==> config.mk <==
export PLATFORM = sky130hd
export DESIGN_NAME = aplm_monitor
export DESIGN_NICKNAME = d
export VERILOG_FILES = /design/src/common/aplm_pkg.sv /design/src/design/aplm_range_cmp.sv /design/src/design/aplm_monitor.sv
export SDC_FILE = /design/constraint.sdc
export NUM_CORES = 1
export LEC_CHECK = 0
export ABC_AREA = 1
export BUFFER_PORTS_ARGS = -buffer_cell sky130_fd_sc_hd__clkbuf_2
export CAP_MARGIN = 20
export CORE_MARGIN = 5
export CORE_UTILIZATION = 55
export CTS_CLUSTER_DIAMETER = 50
export CTS_CLUSTER_SIZE = 10
export DETAILED_ROUTE_END_ITERATION = 7
export PLACE_DENSITY = 0.77
export SYNTH_ARGS = -nofsm -noshare
export SYNTH_HDL_FRONTEND = slang
export SYNTH_SLANG_ARGS = --single-unit
==> constraint.sdc <==
create_clock -name CLK -period 8.4 [get_ports CLK]
set_input_delay 0.84 -clock CLK [delete_from_list [all_inputs] [get_ports CLK]]
set_output_delay 0.84 -clock CLK [all_outputs]
set_load 0.02 [all_outputs]
==> src/common/aplm_pkg.sv <==
// Constants, register map and move sequencer states for the axis position and limit monitor
// Operation
// - Default-scaled positioning range spans -286435456 to 286435455 user units.
// - Only absolute profile-position moves must stay in range; others may overshoot.
// - Actual position beyond a range bound clears the reference-valid flag.
// - Relative profile-position move: predict absolute target against range before starting.
// - Predicted overshoot: set current position to 0, clear reference-valid, then move.
// - Software limit positions are relative to the axis zero point.
// - Software limits compare the position controller setpoint, not actual position.
// - A software limit trip sets bit 2 of the latched signal status.
// - Enable field: 0 none, 1 positive, 2 negative, 3 both directions.
// - Written software limit positions clamp to the user range, 2147483647 at most.
// - Both hardware limit inputs are monitored while a movement runs.
// - Reaching an active hardware limit stops the motor and reports the trip.
// - Each hardware limit input can be disabled, active low or active high.
// - Current motor position in user units is readable as a parameter.
package aplm_pkg;

	// Positioning range, default scaling: -286435456 and 286435455 usr
	localparam logic signed [31:0] RANGE_LO = 32'sheeed5780;
	localparam logic signed [31:0] RANGE_HI = 32'sh1112a87f;

	// User range extremes used for clamping written limits
	localparam logic signed [31:0] USR_MIN = 32'sh80000000;
	localparam logic signed [31:0] USR_MAX = 32'sh7fffffff;

	// Parameter addresses
	localparam logic [15:0] ADDR_SL_ENABLE = 16'h0606;
	localparam logic [15:0] ADDR_SL_POS = 16'h0608;
	localparam logic [15:0] ADDR_SL_NEG = 16'h060a;
	localparam logic [15:0] ADDR_SIG_LATCHED = 16'h0610;
	localparam logic [15:0] ADDR_EVAL_POS = 16'h0612;
	localparam logic [15:0] ADDR_EVAL_NEG = 16'h0614;
	localparam logic [15:0] ADDR_ACT_POS = 16'h0616;
	localparam logic [15:0] ADDR_REF_STATUS = 16'h0618;

	// Reset values
	localparam logic [1:0] RST_SL_ENABLE = 2'h0;
	localparam logic signed [31:0] RST_SL_POS = 32'sh7fffffff;
	localparam logic signed [31:0] RST_SL_NEG = 32'sh80000000;
	localparam logic [1:0] RST_EVAL = 2'h0;

	// Software limit enable field bits
	localparam int SLE_POS_BIT = 0;
	localparam int SLE_NEG_BIT = 1;

	// Hardware limit input evaluation codes
	localparam logic [1:0] EVAL_NONE = 2'h0;
	localparam logic [1:0] EVAL_ACT0 = 2'h1;
	localparam logic [1:0] EVAL_ACT1 = 2'h2;

	// Latched signal status bits
	localparam int LAT_HW_BIT = 1;
	localparam int LAT_SW_BIT = 2;

	// Move start sequencer
	typedef enum logic [2:0] {
		MV_IDLE = 3'h1,
		MV_CHECK = 3'h2,
		MV_ISSUE = 3'h4
	} aplm_move_state_type;

endpackage

==> src/design/aplm_range_cmp.sv <==
// Signed window comparator on sign-extended positions
`timescale 1ns/1ps
module aplm_range_cmp
(
	// Value under test and window bounds
	input wire logic signed [32:0] value,
	input wire logic signed [32:0] lo,
	input wire logic signed [32:0] hi,
	// Results
	output logic below,
	output logic above
);

	// One bit wider than the operands so sums cannot wrap into the window
	assign below = value < lo;
	assign above = value > hi;

endmodule

==> src/design/aplm_monitor.sv <==
// Axis position range, software limit and hardware limit monitor
`timescale 1ns/1ps
module aplm_monitor
(
	// Clock and reset
	input wire logic CLK,
	input wire logic RST,
	// Parameter access
	input wire logic [15:0] PAR_ADDR,
	input wire logic [31:0] PAR_WDATA,
	input wire logic PAR_WR,
	input wire logic PAR_RD,
	output logic [31:0] PAR_RDATA,
	output logic PAR_ACK,
	output logic PAR_ERR,
	// Position feedback and setpoint, raw axis frame
	input wire logic signed [31:0] ACT_RAW,
	input wire logic signed [31:0] SETP_RAW,
	input wire logic MOVING,
	// Move requests
	input wire logic MOVE_START,
	input wire logic MOVE_PP,
	input wire logic MOVE_REL,
	input wire logic signed [31:0] MOVE_VALUE,
	output logic MOVE_GO,
	output logic MOVE_REJECT,
	output logic signed [31:0] MOVE_TARGET,
	// Homing
	input wire logic HOME_DONE,
	input wire logic signed [31:0] HOME_POS,
	// Hardware limit contacts
	input wire logic HW_LIMIT_POSITIVE_IN,
	input wire logic HW_LIMIT_NEGATIVE_IN,
	// Status
	output logic REF_OK,
	output logic STOP_MOTOR,
	output logic POS_LIMIT_HIT,
	output logic NEG_LIMIT_HIT,
	output logic SW_LIMIT_HIT,
	output logic signed [31:0] ACT_POS
);

	aplm_pkg::aplm_move_state_type state_q;
	logic [1:0] soft_limit_enable_q;
	logic signed [31:0] soft_limit_positive_pos_q;
	logic signed [31:0] soft_limit_negative_pos_q;
	logic [1:0] pos_limit_input_eval_q;
	logic [1:0] neg_limit_input_eval_q;
	logic [2:0] latched_signal_status_q;
	logic [2:0] latched_signal_status_d;
	logic ref_ok_q;
	logic signed [31:0] offset_q;
	logic signed [31:0] act_pos_q;
	logic mv_pp_q;
	logic mv_rel_q;
	logic signed [31:0] mv_value_q;
	logic signed [31:0] target_q;
	logic reject_q;
	logic [31:0] rdata_q;
	logic ack_q;
	logic err_q;
	logic hw_pos_q;
	logic hw_neg_q;

	logic signed [31:0] cur_pos;
	logic signed [31:0] setp_pos;
	logic signed [32:0] cur_ext;
	logic signed [32:0] tgt_sum;
	logic signed [32:0] range_lo_ext;
	logic signed [32:0] range_hi_ext;
	logic act_below;
	logic act_above;
	logic tgt_below;
	logic tgt_above;
	logic sw_below;
	logic sw_above;
	logic clamp_below;
	logic clamp_above;
	logic act_out;
	logic tgt_out;
	logic sw_pos_trip;
	logic sw_neg_trip;
	logic sw_trip;
	logic hw_pos_trip;
	logic hw_neg_trip;
	logic hw_trip;
	logic abs_reject;
	logic dim_set;
	logic lat_clear_wr;
	logic signed [31:0] wdata_clamped;

	// Positions relative to the zero point held in offset_q
	assign cur_pos = ACT_RAW - offset_q;
	assign setp_pos = SETP_RAW - offset_q;
	assign cur_ext = {cur_pos[31], cur_pos};
	assign range_lo_ext = {aplm_pkg::RANGE_LO[31], aplm_pkg::RANGE_LO};
	assign range_hi_ext = {aplm_pkg::RANGE_HI[31], aplm_pkg::RANGE_HI};

	// Predicted target: relative moves add to the present position
	assign tgt_sum = mv_rel_q ? cur_ext + {mv_value_q[31], mv_value_q} : {mv_value_q[31], mv_value_q};

	// Actual position against the positioning range
	aplm_range_cmp u_range_act
	(
		.value(cur_ext),
		.lo(range_lo_ext),
		.hi(range_hi_ext),
		.below(act_below),
		.above(act_above)
	);

	// Predicted target against the positioning range
	aplm_range_cmp u_range_tgt
	(
		.value(tgt_sum),
		.lo(range_lo_ext),
		.hi(range_hi_ext),
		.below(tgt_below),
		.above(tgt_above)
	);

	// Setpoint against the software limit window
	aplm_range_cmp u_range_sw
	(
		.value({setp_pos[31], setp_pos}),
		.lo({soft_limit_negative_pos_q[31], soft_limit_negative_pos_q}),
		.hi({soft_limit_positive_pos_q[31], soft_limit_positive_pos_q}),
		.below(sw_below),
		.above(sw_above)
	);

	// Written limit value against the user range; only bites if the user range is narrowed
	aplm_range_cmp u_range_clamp
	(
		.value({PAR_WDATA[31], PAR_WDATA}),
		.lo({aplm_pkg::USR_MIN[31], aplm_pkg::USR_MIN}),
		.hi({aplm_pkg::USR_MAX[31], aplm_pkg::USR_MAX}),
		.below(clamp_below),
		.above(clamp_above)
	);

	// Clamp written software limit positions to the user range
	assign wdata_clamped = clamp_above ? aplm_pkg::USR_MAX : (clamp_below ? aplm_pkg::USR_MIN : PAR_WDATA);

	assign act_out = act_below | act_above;
	assign tgt_out = tgt_below | tgt_above;

	// Software limits only mean something once a zero point exists
	assign sw_pos_trip = ref_ok_q & soft_limit_enable_q[aplm_pkg::SLE_POS_BIT] & sw_above;
	assign sw_neg_trip = ref_ok_q & soft_limit_enable_q[aplm_pkg::SLE_NEG_BIT] & sw_below;
	assign sw_trip = sw_pos_trip | sw_neg_trip;

	// Hardware contact evaluation: disabled, active at 0, or active at 1
	assign hw_pos_trip = (pos_limit_input_eval_q == aplm_pkg::EVAL_ACT0 && !HW_LIMIT_POSITIVE_IN)
		|| (pos_limit_input_eval_q == aplm_pkg::EVAL_ACT1 && HW_LIMIT_POSITIVE_IN);
	assign hw_neg_trip = (neg_limit_input_eval_q == aplm_pkg::EVAL_ACT0 && !HW_LIMIT_NEGATIVE_IN)
		|| (neg_limit_input_eval_q == aplm_pkg::EVAL_ACT1 && HW_LIMIT_NEGATIVE_IN);
	assign hw_trip = MOVING & (hw_pos_trip | hw_neg_trip);

	// Check-cycle outcomes of a profile position move
	assign abs_reject = (state_q == aplm_pkg::MV_CHECK) && mv_pp_q && !mv_rel_q && tgt_out;
	assign dim_set = (state_q == aplm_pkg::MV_CHECK) && mv_pp_q && mv_rel_q && tgt_out;

	// Move start sequencer: capture, check, issue
	always_ff @(posedge CLK or posedge RST)
	begin
		if (RST)
		begin
			state_q <= aplm_pkg::MV_IDLE;
			mv_pp_q <= 1'b0;
			mv_rel_q <= 1'b0;
			mv_value_q <= 32'sh00000000;
		end
		else
		begin
			case (state_q)
				aplm_pkg::MV_IDLE:
				begin
					if (MOVE_START)
					begin
						mv_pp_q <= MOVE_PP;
						mv_rel_q <= MOVE_REL;
						mv_value_q <= MOVE_VALUE;
						state_q <= aplm_pkg::MV_CHECK;
					end
				end
				aplm_pkg::MV_CHECK:
				begin
					state_q <= abs_reject ? aplm_pkg::MV_IDLE : aplm_pkg::MV_ISSUE;
				end
				aplm_pkg::MV_ISSUE:
				begin
					state_q <= aplm_pkg::MV_IDLE;
				end
				default:
				begin
					state_q <= aplm_pkg::MV_IDLE;
				end
			endcase
		end
	end

	// Target handed to the profile generator, relative to the zero point
	always_ff @(posedge CLK or posedge RST)
	begin
		if (RST)
		begin
			target_q <= 32'sh00000000;
			reject_q <= 1'b0;
		end
		else
		begin
			reject_q <= abs_reject;
			if (state_q == aplm_pkg::MV_CHECK)
			begin
				// After the internal dimension setting the start point is 0
				target_q <= dim_set ? mv_value_q : tgt_sum[31:0];
			end
		end
	end

	// Zero point and reference validity; homing wins over any loss in the same cycle
	always_ff @(posedge CLK or posedge RST)
	begin
		if (RST)
		begin
			offset_q <= 32'sh00000000;
			ref_ok_q <= 1'b0;
		end
		else if (HOME_DONE)
		begin
			offset_q <= ACT_RAW - HOME_POS;
			ref_ok_q <= 1'b1;
		end
		else
		begin
			if (dim_set)
			begin
				offset_q <= ACT_RAW;
			end
			if (dim_set || act_out)
			begin
				ref_ok_q <= 1'b0;
			end
		end
	end

	// Latched status: a new trip in the clearing cycle survives the clear
	assign lat_clear_wr = PAR_WR && (PAR_ADDR == aplm_pkg::ADDR_SIG_LATCHED);
	always_comb
	begin
		latched_signal_status_d = latched_signal_status_q;
		if (lat_clear_wr)
		begin
			latched_signal_status_d = latched_signal_status_q & ~PAR_WDATA[2:0];
		end
		latched_signal_status_d[aplm_pkg::LAT_SW_BIT] = latched_signal_status_d[aplm_pkg::LAT_SW_BIT] | sw_trip;
		latched_signal_status_d[aplm_pkg::LAT_HW_BIT] = latched_signal_status_d[aplm_pkg::LAT_HW_BIT] | hw_trip;
		latched_signal_status_d[0] = 1'b0;
	end

	always_ff @(posedge CLK or posedge RST)
	begin
		if (RST)
		begin
			latched_signal_status_q <= 3'h0;
			hw_pos_q <= 1'b0;
			hw_neg_q <= 1'b0;
			act_pos_q <= 32'sh00000000;
		end
		else
		begin
			latched_signal_status_q <= latched_signal_status_d;
			hw_pos_q <= MOVING & hw_pos_trip;
			hw_neg_q <= MOVING & hw_neg_trip;
			act_pos_q <= cur_pos;
		end
	end

	// Configuration writes; limit inputs come up disabled until configured
	always_ff @(posedge CLK or posedge RST)
	begin
		if (RST)
		begin
			soft_limit_enable_q <= aplm_pkg::RST_SL_ENABLE;
			soft_limit_positive_pos_q <= aplm_pkg::RST_SL_POS;
			soft_limit_negative_pos_q <= aplm_pkg::RST_SL_NEG;
			pos_limit_input_eval_q <= aplm_pkg::RST_EVAL;
			neg_limit_input_eval_q <= aplm_pkg::RST_EVAL;
		end
		else if (PAR_WR)
		begin
			case (PAR_ADDR)
				aplm_pkg::ADDR_SL_ENABLE: soft_limit_enable_q <= PAR_WDATA[1:0];
				aplm_pkg::ADDR_SL_POS: soft_limit_positive_pos_q <= wdata_clamped;
				aplm_pkg::ADDR_SL_NEG: soft_limit_negative_pos_q <= wdata_clamped;
				aplm_pkg::ADDR_EVAL_POS: pos_limit_input_eval_q <= PAR_WDATA[1:0];
				aplm_pkg::ADDR_EVAL_NEG: neg_limit_input_eval_q <= PAR_WDATA[1:0];
				default: ;
			endcase
		end
	end

	// Read data and acknowledge, one cycle after the request
	always_ff @(posedge CLK or posedge RST)
	begin
		if (RST)
		begin
			rdata_q <= 32'h00000000;
			ack_q <= 1'b0;
			err_q <= 1'b0;
		end
		else
		begin
			ack_q <= PAR_RD | PAR_WR;
			err_q <= 1'b0;
			if (PAR_RD)
			begin
				case (PAR_ADDR)
					aplm_pkg::ADDR_SL_ENABLE: rdata_q <= {30'h0, soft_limit_enable_q};
					aplm_pkg::ADDR_SL_POS: rdata_q <= soft_limit_positive_pos_q;
					aplm_pkg::ADDR_SL_NEG: rdata_q <= soft_limit_negative_pos_q;
					aplm_pkg::ADDR_SIG_LATCHED: rdata_q <= {29'h0, latched_signal_status_q};
					aplm_pkg::ADDR_EVAL_POS: rdata_q <= {30'h0, pos_limit_input_eval_q};
					aplm_pkg::ADDR_EVAL_NEG: rdata_q <= {30'h0, neg_limit_input_eval_q};
					aplm_pkg::ADDR_ACT_POS: rdata_q <= cur_pos;
					aplm_pkg::ADDR_REF_STATUS: rdata_q <= {31'h0, ref_ok_q};
					default:
					begin
						rdata_q <= 32'h00000000;
						err_q <= 1'b1;
					end
				endcase
			end
			else if (PAR_WR)
			begin
				// Read-only and unmapped addresses refuse writes
				case (PAR_ADDR)
					aplm_pkg::ADDR_SL_ENABLE, aplm_pkg::ADDR_SL_POS, aplm_pkg::ADDR_SL_NEG,
					aplm_pkg::ADDR_SIG_LATCHED, aplm_pkg::ADDR_EVAL_POS, aplm_pkg::ADDR_EVAL_NEG: err_q <= 1'b0;
					default: err_q <= 1'b1;
				endcase
			end
		end
	end

	// Outputs
	assign PAR_RDATA = rdata_q;
	assign PAR_ACK = ack_q;
	assign PAR_ERR = err_q;
	assign MOVE_GO = (state_q == aplm_pkg::MV_ISSUE);
	assign MOVE_REJECT = reject_q;
	assign MOVE_TARGET = target_q;
	assign REF_OK = ref_ok_q;
	// Stop holds until software acknowledges every latched trip
	assign STOP_MOTOR = |latched_signal_status_q;
	assign POS_LIMIT_HIT = hw_pos_q;
	assign NEG_LIMIT_HIT = hw_neg_q;
	assign SW_LIMIT_HIT = latched_signal_status_q[aplm_pkg::LAT_SW_BIT];
	// Position lags the feedback by one cycle so the readout never glitches mid-update
	assign ACT_POS = act_pos_q;

	// Overshoot of the range drops the reference point
	property p_ref_lost;
		@(posedge CLK) disable iff (RST) (act_out && !HOME_DONE) |=> !ref_ok_q;
	endproperty
	a_ref_lost: assert property (p_ref_lost) else $error("Reference kept after range overshoot");

	// Internal dimension setting zeroes the position and drops the reference
	property p_dim_zero;
		@(posedge CLK) disable iff (RST) (dim_set && !HOME_DONE) |=> (!ref_ok_q && offset_q == $past(ACT_RAW) && MOVE_GO);
	endproperty
	a_dim_zero: assert property (p_dim_zero) else $error("Dimension setting before relative move missing");

	// Absolute profile position move outside the range never starts
	property p_abs_reject;
		@(posedge CLK) disable iff (RST) abs_reject |=> (MOVE_REJECT && !MOVE_GO) ##1 !MOVE_GO;
	endproperty
	a_abs_reject: assert property (p_abs_reject) else $error("Out-of-range absolute move started");

	// Every start taken in idle is issued or rejected one cycle after its check
	property p_go_after_check;
		@(posedge CLK) disable iff (RST) (MOVE_START && state_q == aplm_pkg::MV_IDLE) |=> ##1 (MOVE_GO || MOVE_REJECT);
	endproperty
	a_go_after_check: assert property (p_go_after_check) else $error("Move start not answered in two cycles");

	// Software trip latches bit 2 and it needed a valid reference
	property p_sw_latch;
		@(posedge CLK) disable iff (RST) sw_trip |=> (SW_LIMIT_HIT && $past(ref_ok_q) && STOP_MOTOR);
	endproperty
	a_sw_latch: assert property (p_sw_latch) else $error("Software limit trip not latched");

	// Without a reference the software bit cannot rise
	property p_sw_needs_ref;
		@(posedge CLK) disable iff (RST) $rose(SW_LIMIT_HIT) |-> $past(ref_ok_q);
	endproperty
	a_sw_needs_ref: assert property (p_sw_needs_ref) else $error("Software limit tripped without reference");

	// Latched bit holds until a clearing write
	property p_sw_sticky;
		@(posedge CLK) disable iff (RST) (SW_LIMIT_HIT && !(lat_clear_wr && PAR_WDATA[2])) |=> SW_LIMIT_HIT;
	endproperty
	a_sw_sticky: assert property (p_sw_sticky) else $error("Latched software limit bit dropped");

	// Positive hardware trip during motion stops the motor and reports it
	property p_hw_stop;
		@(posedge CLK) disable iff (RST) (MOVING && hw_pos_trip) |=> (STOP_MOTOR && POS_LIMIT_HIT);
	endproperty
	a_hw_stop: assert property (p_hw_stop) else $error("Hardware limit did not stop motor");

	// Hardware bit only rises from a trip seen while moving
	property p_hw_moving;
		@(posedge CLK) disable iff (RST) $rose(latched_signal_status_q[aplm_pkg::LAT_HW_BIT]) |-> $past(MOVING);
	endproperty
	a_hw_moving: assert property (p_hw_moving) else $error("Hardware trip latched outside movement");

	// Actual position read returns the position at the request
	property p_act_read;
		@(posedge CLK) disable iff (RST) (PAR_RD && PAR_ADDR == aplm_pkg::ADDR_ACT_POS) |=> (PAR_ACK && PAR_RDATA == $past(cur_pos));
	endproperty
	a_act_read: assert property (p_act_read) else $error("Actual position read wrong");

endmodule

# --- After elaboration in Yosys (flattened, before gate mapping) ---
# Cells that the tools add are included.
totals:
  wordCells: 108
  input_bits: 187
  regBits: 243
  out_inout_bits: 105
op_classes:
  n_reduce_logical: 27
  eq_ne: 16
  bitwise: 16
  order_cmp: 8
  addsub: 4
  mux: 17
op_table:
  columns: ["operator", "count"]
  rows:
  - ["one-hot mux 32 bit (8 select lines)", 1]
  - ["two-way mux 32 bit", 5]
  - ["== test 16 x 11 -> 1 bit (second input constant)", 8]
  - ["subtractor 32 bit", 3]
  - ["adder 32 x 32 -> 33 bit", 1]
  - ["greater-than comparator 33 x 30 -> 1 bit (second input constant)", 1]
  - ["less-than comparator 33 x 30 -> 1 bit (second input constant)", 1]
  - ["two-way mux 33 bit", 1]
  - ["greater-than comparator 32 x 30 -> 1 bit (second input constant)", 1]
  - ["greater-than comparator 32 bit", 1]
  - ["greater-than comparator 32 bit (second input constant)", 1]
  - ["less-than comparator 32 x 30 -> 1 bit (second input constant)", 1]
  - ["less-than comparator 32 bit", 1]
  - ["less-than comparator 32 bit (second input constant)", 1]
  - ["AND reduction 2 bit", 6]
  - ["logical AND 1 bit", 10]
  - ["two-way mux 3 bit", 3]
  - ["OR reduction 8 bit", 1]
  - ["AND 1 bit", 7]
  - ["bitwise OR 1 bit", 7]
  - ["two-way mux 1 bit", 6]
  - ["one-hot mux 3 bit (2 select lines)", 1]
  - ["OR reduction 6 bit", 1]
  - ["== test 2 x 1 -> 1 bit (second input constant)", 2]
  - ["other kinds (11)", 17]

# --- Depth between registers and ports, before layout ---
logic_depth:
  ltp_word: 9
  mapped_depth: 41

# --- Cells and area by module ---
# Synthesis repeated with hierarchy kept, for this count alone.
unflattened:
  hier_cells: 4309
  area_unflattened_um2: 26975.9
modules_own_cells:
  columns: ["module", "area_per_inst_um2", "seq_area_each_um2", "instances", "cells_each"]
  rows:
  - ["aplm_monitor", 19508.7, 6122.1, 1, 3032]
  - ["aplm_range_cmp at u_range_clamp ...", 1869.3, 0.0, 3, 319]
  - ["aplm_range_cmp at u_range_act", 1859.3, 0.0, 1, 320]

# --- Worst setup path after synthesis ---
# Ideal clock, no wire load.
synth_timing:
  path_type: "in2reg"
  from: "input ACT_RAW[0]"
  to: "register offset_q[9]"
  slack_ns: 3.676
  path_stages: 38
  arrival_time_ns: 4.606
  n_path_buf: 2
  required_time_ns: 8.282
  setup_time_ns: 0.118
  cell_sequence: "inv_1 > ha_1 > inv_1 > fa_1 > nand3_1 > nand3_1 > nand2_1 > nand2_1 > inv_1 > o21ai_0 > nand3_1 > nand2_1 > nand2_1 > nand2_1 > inv_1 > ha_1 > nand2_1 > inv_1 > [... 2 more ...] > a21oi_1 > nor2_1 > nor2_1 > nand2_1 > nand2_1 > nand3_1 > nand2_1 > nand2_1 > nor2_1 > nand3_1 > nor2_2 > nor2_4 > nand3_4 > nand2_2 > buf_6 > buf_6 > nand2_1 > o21ai_2"
synth_via:
  elab_chain_len: 7
  word_cells_on_any_way: 10
synth_lines:
  columns: ["item", "line", "source"]
  rows:
  - ["start, declared", "aplm_monitor.sv:17", "input wire logic signed [31:0] ACT_RAW,"]
  - ["subtractor 32 bit (*)", "aplm_monitor.sv:93", "assign cur_pos = ACT_RAW - offset_q;"]
  - ["net cur_pos[16]", "aplm_monitor.sv:65", "logic signed [31:0] cur_pos;"]
  - ["adder 32 x 32 -> 33 bit (*)", "aplm_monitor.sv:100", "assign tgt_sum = mv_rel_q ? cur_ext + {mv_value_q[31], mv_value_q} : {mv_value_q[31], mv_value_q};"]
  - ["two-way mux 33 bit (*)", "aplm_monitor.sv:100", null]
  - ["less-than comparator 33 x 30 -> 1 bit / greater-than comparator 33 x 30 -> 1 bit (equally long branches)", "aplm_range_cmp.sv:15, aplm_range_cmp.sv:16", null]
  - ["bitwise OR 1 bit (*)", "aplm_monitor.sv:146", "assign tgt_out = tgt_below | tgt_above;"]
  - ["logical AND 1 bit (*)", "aplm_monitor.sv:162", "assign dim_set = (state_q == aplm_pkg::MV_CHECK) && mv_pp_q && mv_rel_q && tgt_out;"]
  - ["nonzero test 2 bit (no source line) (*)", null, null]
  - ["end signal, assigned", "aplm_monitor.sv:232", "offset_q <= ACT_RAW - HOME_POS;"]
  - ["end, declared", "aplm_monitor.sv:52", "logic signed [31:0] offset_q;"]
# The timed path passes the listed nets; every way through them passes the cells marked *.
# A chain may end at the register's enable or synchronous reset.

# --- Final worst setup path ---
layout_timing:
  from: "register offset_q[0]"
  to: "register target_q[18], in the netlist MOVE_TARGET[18]"
layout_via:
  elab_chain_len: 7
  word_cells_on_any_way: 8
layout_lines:
  columns: ["item", "line", "source"]
  rows:
  - ["subtractor 32 bit (*)", "aplm_monitor.sv:93", null]
  - ["net cur_pos[16]", "aplm_monitor.sv:65", null]
  - ["adder 32 x 32 -> 33 bit (*)", "aplm_monitor.sv:100", null]
  - ["two-way mux 33 bit (*)", "aplm_monitor.sv:100", null]
  - ["less-than comparator 33 x 30 -> 1 bit / greater-than comparator 33 x 30 -> 1 bit (equally long branches)", "aplm_range_cmp.sv:15, aplm_range_cmp.sv:16", null]
  - ["bitwise OR 1 bit", "aplm_monitor.sv:146", null]
  - ["logical AND 1 bit", "aplm_monitor.sv:162", null]
  - ["two-way mux 32 bit (*)", "aplm_monitor.sv:217", "target_q <= dim_set ? mv_value_q : tgt_sum[31:0];"]
  - ["end signal, assigned", "aplm_monitor.sv:217", null]
  - ["end, declared", "aplm_monitor.sv:57", "logic signed [31:0] target_q;"]
# Marks and branches as above.

==> out/qor.yml <==
cells_and_area:
  drive_gt1_share_pct: 12.6
  final_common_cell: "nand2_1"
  fillers: 3485
  final_cell_mix: "nand2_1 (1022), inv_1 (521), clkbuf_2 (291)"
  fin_area_mm2: 0.0245
  final_nets: 3943
  area_growth_pct: 15.0
synth:
  synth_simple_gate_area_share_pct: 31.4
  synth_seq_cells: 243
  synth-adder-area-share_pct: 11.6
  netlist_area_mm2: 0.0213
  yosysTopAreaCell: "dfrtp_1"
  syn_area_per_cell_um2: 6.48
  synth_area_leaders: "dfrtp_1 (25%), nand2_1 (18%), ha_1 (11%)"
  yosys_warnings: 0
  yosysTopAreaCellShare_pct: 24.7
  synthMuxAreaShare_pct: 0
  synth_xor_xnor_area_share_pct: 2.31
  synth-compound-area-share_pct: 15.0
  seq_area_frac_synth_pct: 28.8
  synth_top_family_by_area: "simple AND/OR/NAND/NOR gates"
  synth_nets: 3663
  syn_inst: 3281
  ys_types: 50
timing:
  final-max-slew-violation-count: 0
  rsz0062_at_grt: "no"
  slew_headroom_pct: 25.8
  fin_tns_setup_ns: 0
  setup_viol: 0
  fmax_ghz: 0.167
  worst_pin_slew_ns: 1.11
  clock_skew_ns: 0.0255
  min_period_ns: 5.99
  min_period_over_period_pct: 71.3
  hold_viol: 0
  hold_ws_ns: 0.408
clocking:
  cts_tree: "built"
  cts_sinks: 243
  cts_max_level: 2
  cts-hold-fix-buffers: 0
  clock_latency_ns: 0.55
  clk_pin_slew_worst_paths_ns: 0.06
  numCtsBuffers: 36
  clock_path_buffers: 3
  cts_resized: 0
  cts_setup_buffers: 0
  cts-root-buf: "clkbuf_16"
drt:
  vias: 23412
  drc: 0
  wl_um: 79400
  drt_iter0_drc: 2181
  wl_per_cell_um: 19.3
  routed_via_density: 5.70
  ant_nets: 0
  first_pass_iters: 6
floorplan:
  die_h_um: 207
  die_w_um: 207
  rows: 72
  die_area_mm2: 0.0427
  core-area_mm2: 0.0385
  io_pins: 292
  start_util_pct: 55.3
power_and_ir_drop:
  irDropWorstVdd_uv: 170
  fin_total_pwr_w: 0.00750
  p_leak_nw: 13.1
  p_per_area_mw_per_mm2: 307
outcome:
  run_status: "completed"
placement:
  post_dp_cell_area_mm2: 0.0232
  gp_congestion: 1.04
  hpwl_um: 63800
  portBuffers: 291
critical_path:
  crit_type: "flip-flop to flip-flop"
  start_kind: "flip-flop"
  crit_top_cell: "nand2_1"
  worst_ep_arrival_time_ns: 6.41
  cp-startpoint: "offset_q[0]"
  worstPathMaxFanout: 25
  worst_ep_required_time_ns: 8.82
  slowest_delay_ns: 0.46
  slowest_stage: "dfrtp_1"
  r2r_cells: 34
  end_kind: "flip-flop"
  rr_startpoint: "offset_q[0]"
global_route:
  grtUsageTotal_pct: 36.5
  grt_max_degree: 93
  grt_pass1_wl_um: 123000
  grt_pass1_vias: 23123
  grt_antenna_before_repair: 1
  grt-ovfl-total: 0
flow_run:
  max-cap-violations: 0
min_path:
  hold_path_class: "primary input to asynchronous set/reset pin"
flip-flops by register name, indices dropped and copies added, names as in the netlist, 2 cells and up:
name / cells
ACT_POS: 32
MOVE_TARGET: 32
PAR_RDATA: 32
latched_signal_status_q: 2
mv_value_q: 32
neg_limit_input_eval_q: 2
offset_q: 32
pos_limit_input_eval_q: 2
soft_limit_enable_q: 2
soft_limit_negative_pos_q: 32
soft_limit_positive_pos_q: 32
state_q: 3
cell usage after synthesis (all sizes together):
cell,count
a2111oi,3
a211oi,3
a21boi,5
a21o,4
a21oi,194
a221oi,4
a31oi,6
and2,5
and3,2
buf,22
clkbuf,52
clkinv,7
dfrtp,210
dfstp,33
fa,4
ha,191
inv,524
nand2,1026
nand3,209
nand3b,2
nand4,75
nor2,220
nor3,42
nor3b,2
nor4,13
o2111ai,3
o211ai,3
o21a,9
o21ai,283
o21bai,14
o221ai,7
o22ai,32
o2bb2ai,1
o31ai,4
or2,11
xnor2,11
xor2,45
final timing paths:
check	endpoint	slack (ns)
setup / recovery	MOVE_TARGET[18]	2.41
hold / removal	MOVE_TARGET[7]	0.41
setup reg to reg	MOVE_TARGET[18]	2.41
hold reg to reg	MOVE_TARGET[21]	0.48
max in group asynchronous	soft_limit_positive_pos_q[25]	6.69
min in group CLK	MOVE_TARGET[21]	0.48
worst max-delay path, delay by kind of cell (launching register included):
family / cells / cell delay (ns)
AO/OA/AOI/OAI: 1 / 0.33
adder cells (fa/ha/maj): 3 / 0.87
buffers and inverters: 4 / 0.76
flip-flops: 1 / 0.46
AND/OR/NAND/NOR: 26 / 3.42
metrics by stage:
stage	setup slack (ns)	std cells	utilization [%]
after floorplan	0.941	3281	-
after global placement	1.92	4036	60.4
after detailed placement	1.96	4037	60.4
after CTS	2.48	4102	63.3
after global routing	1.88	4107	63.6
final	2.41	4108	63.6
layout make-up:
| class | count | area (µm²) | area share, % |
|---|---|---|---|
| antenna | 2 | 5.00 | 0.0205 |
| clock buffer | 52 | 1010 | 4.14 |
| clock inverter | 13 | 120 | 0.491 |
| inverter | 531 | 2000 | 8.18 |
| multi-input combinational | 2433 | 12800 | 52.5 |
| sequential | 243 | 6120 | 25.0 |
| tap | 518 | 648 | 2.65 |
| timing repair buffer | 316 | 1710 | 6.99 |
logic make-up after synthesis:
logic type                 Yosys count
buffers and inverters              605
xor gates and xnor gates            56
DFF                                243
adders and majority gates          195
and+or+nand+nor                   1607
AOI/OAI and AO/OA                  575
report_power, final:
part	total [W]	switching (W)	internal, W
Sequential	0.00159	0.000169	0.00142
Clock	0.00146	0.000583	0.000877
Combinational	0.00445	0.00308	0.00138
Total	0.00750	0.00383	0.00367
per-layer routing:
metal / vias to the layer above / global-route usage, % / wire length, µm
met3: 268 / 5.45 / 5550
met2: 1148 / 63.1 / 38300
li1: 11198 / - / -
met4: 0 / 19.5 / 4890
met5: - / 0 / 0
met1: 10798 / 44.0 / 30700
Note: power is estimated with default switching activity, not from simulation.
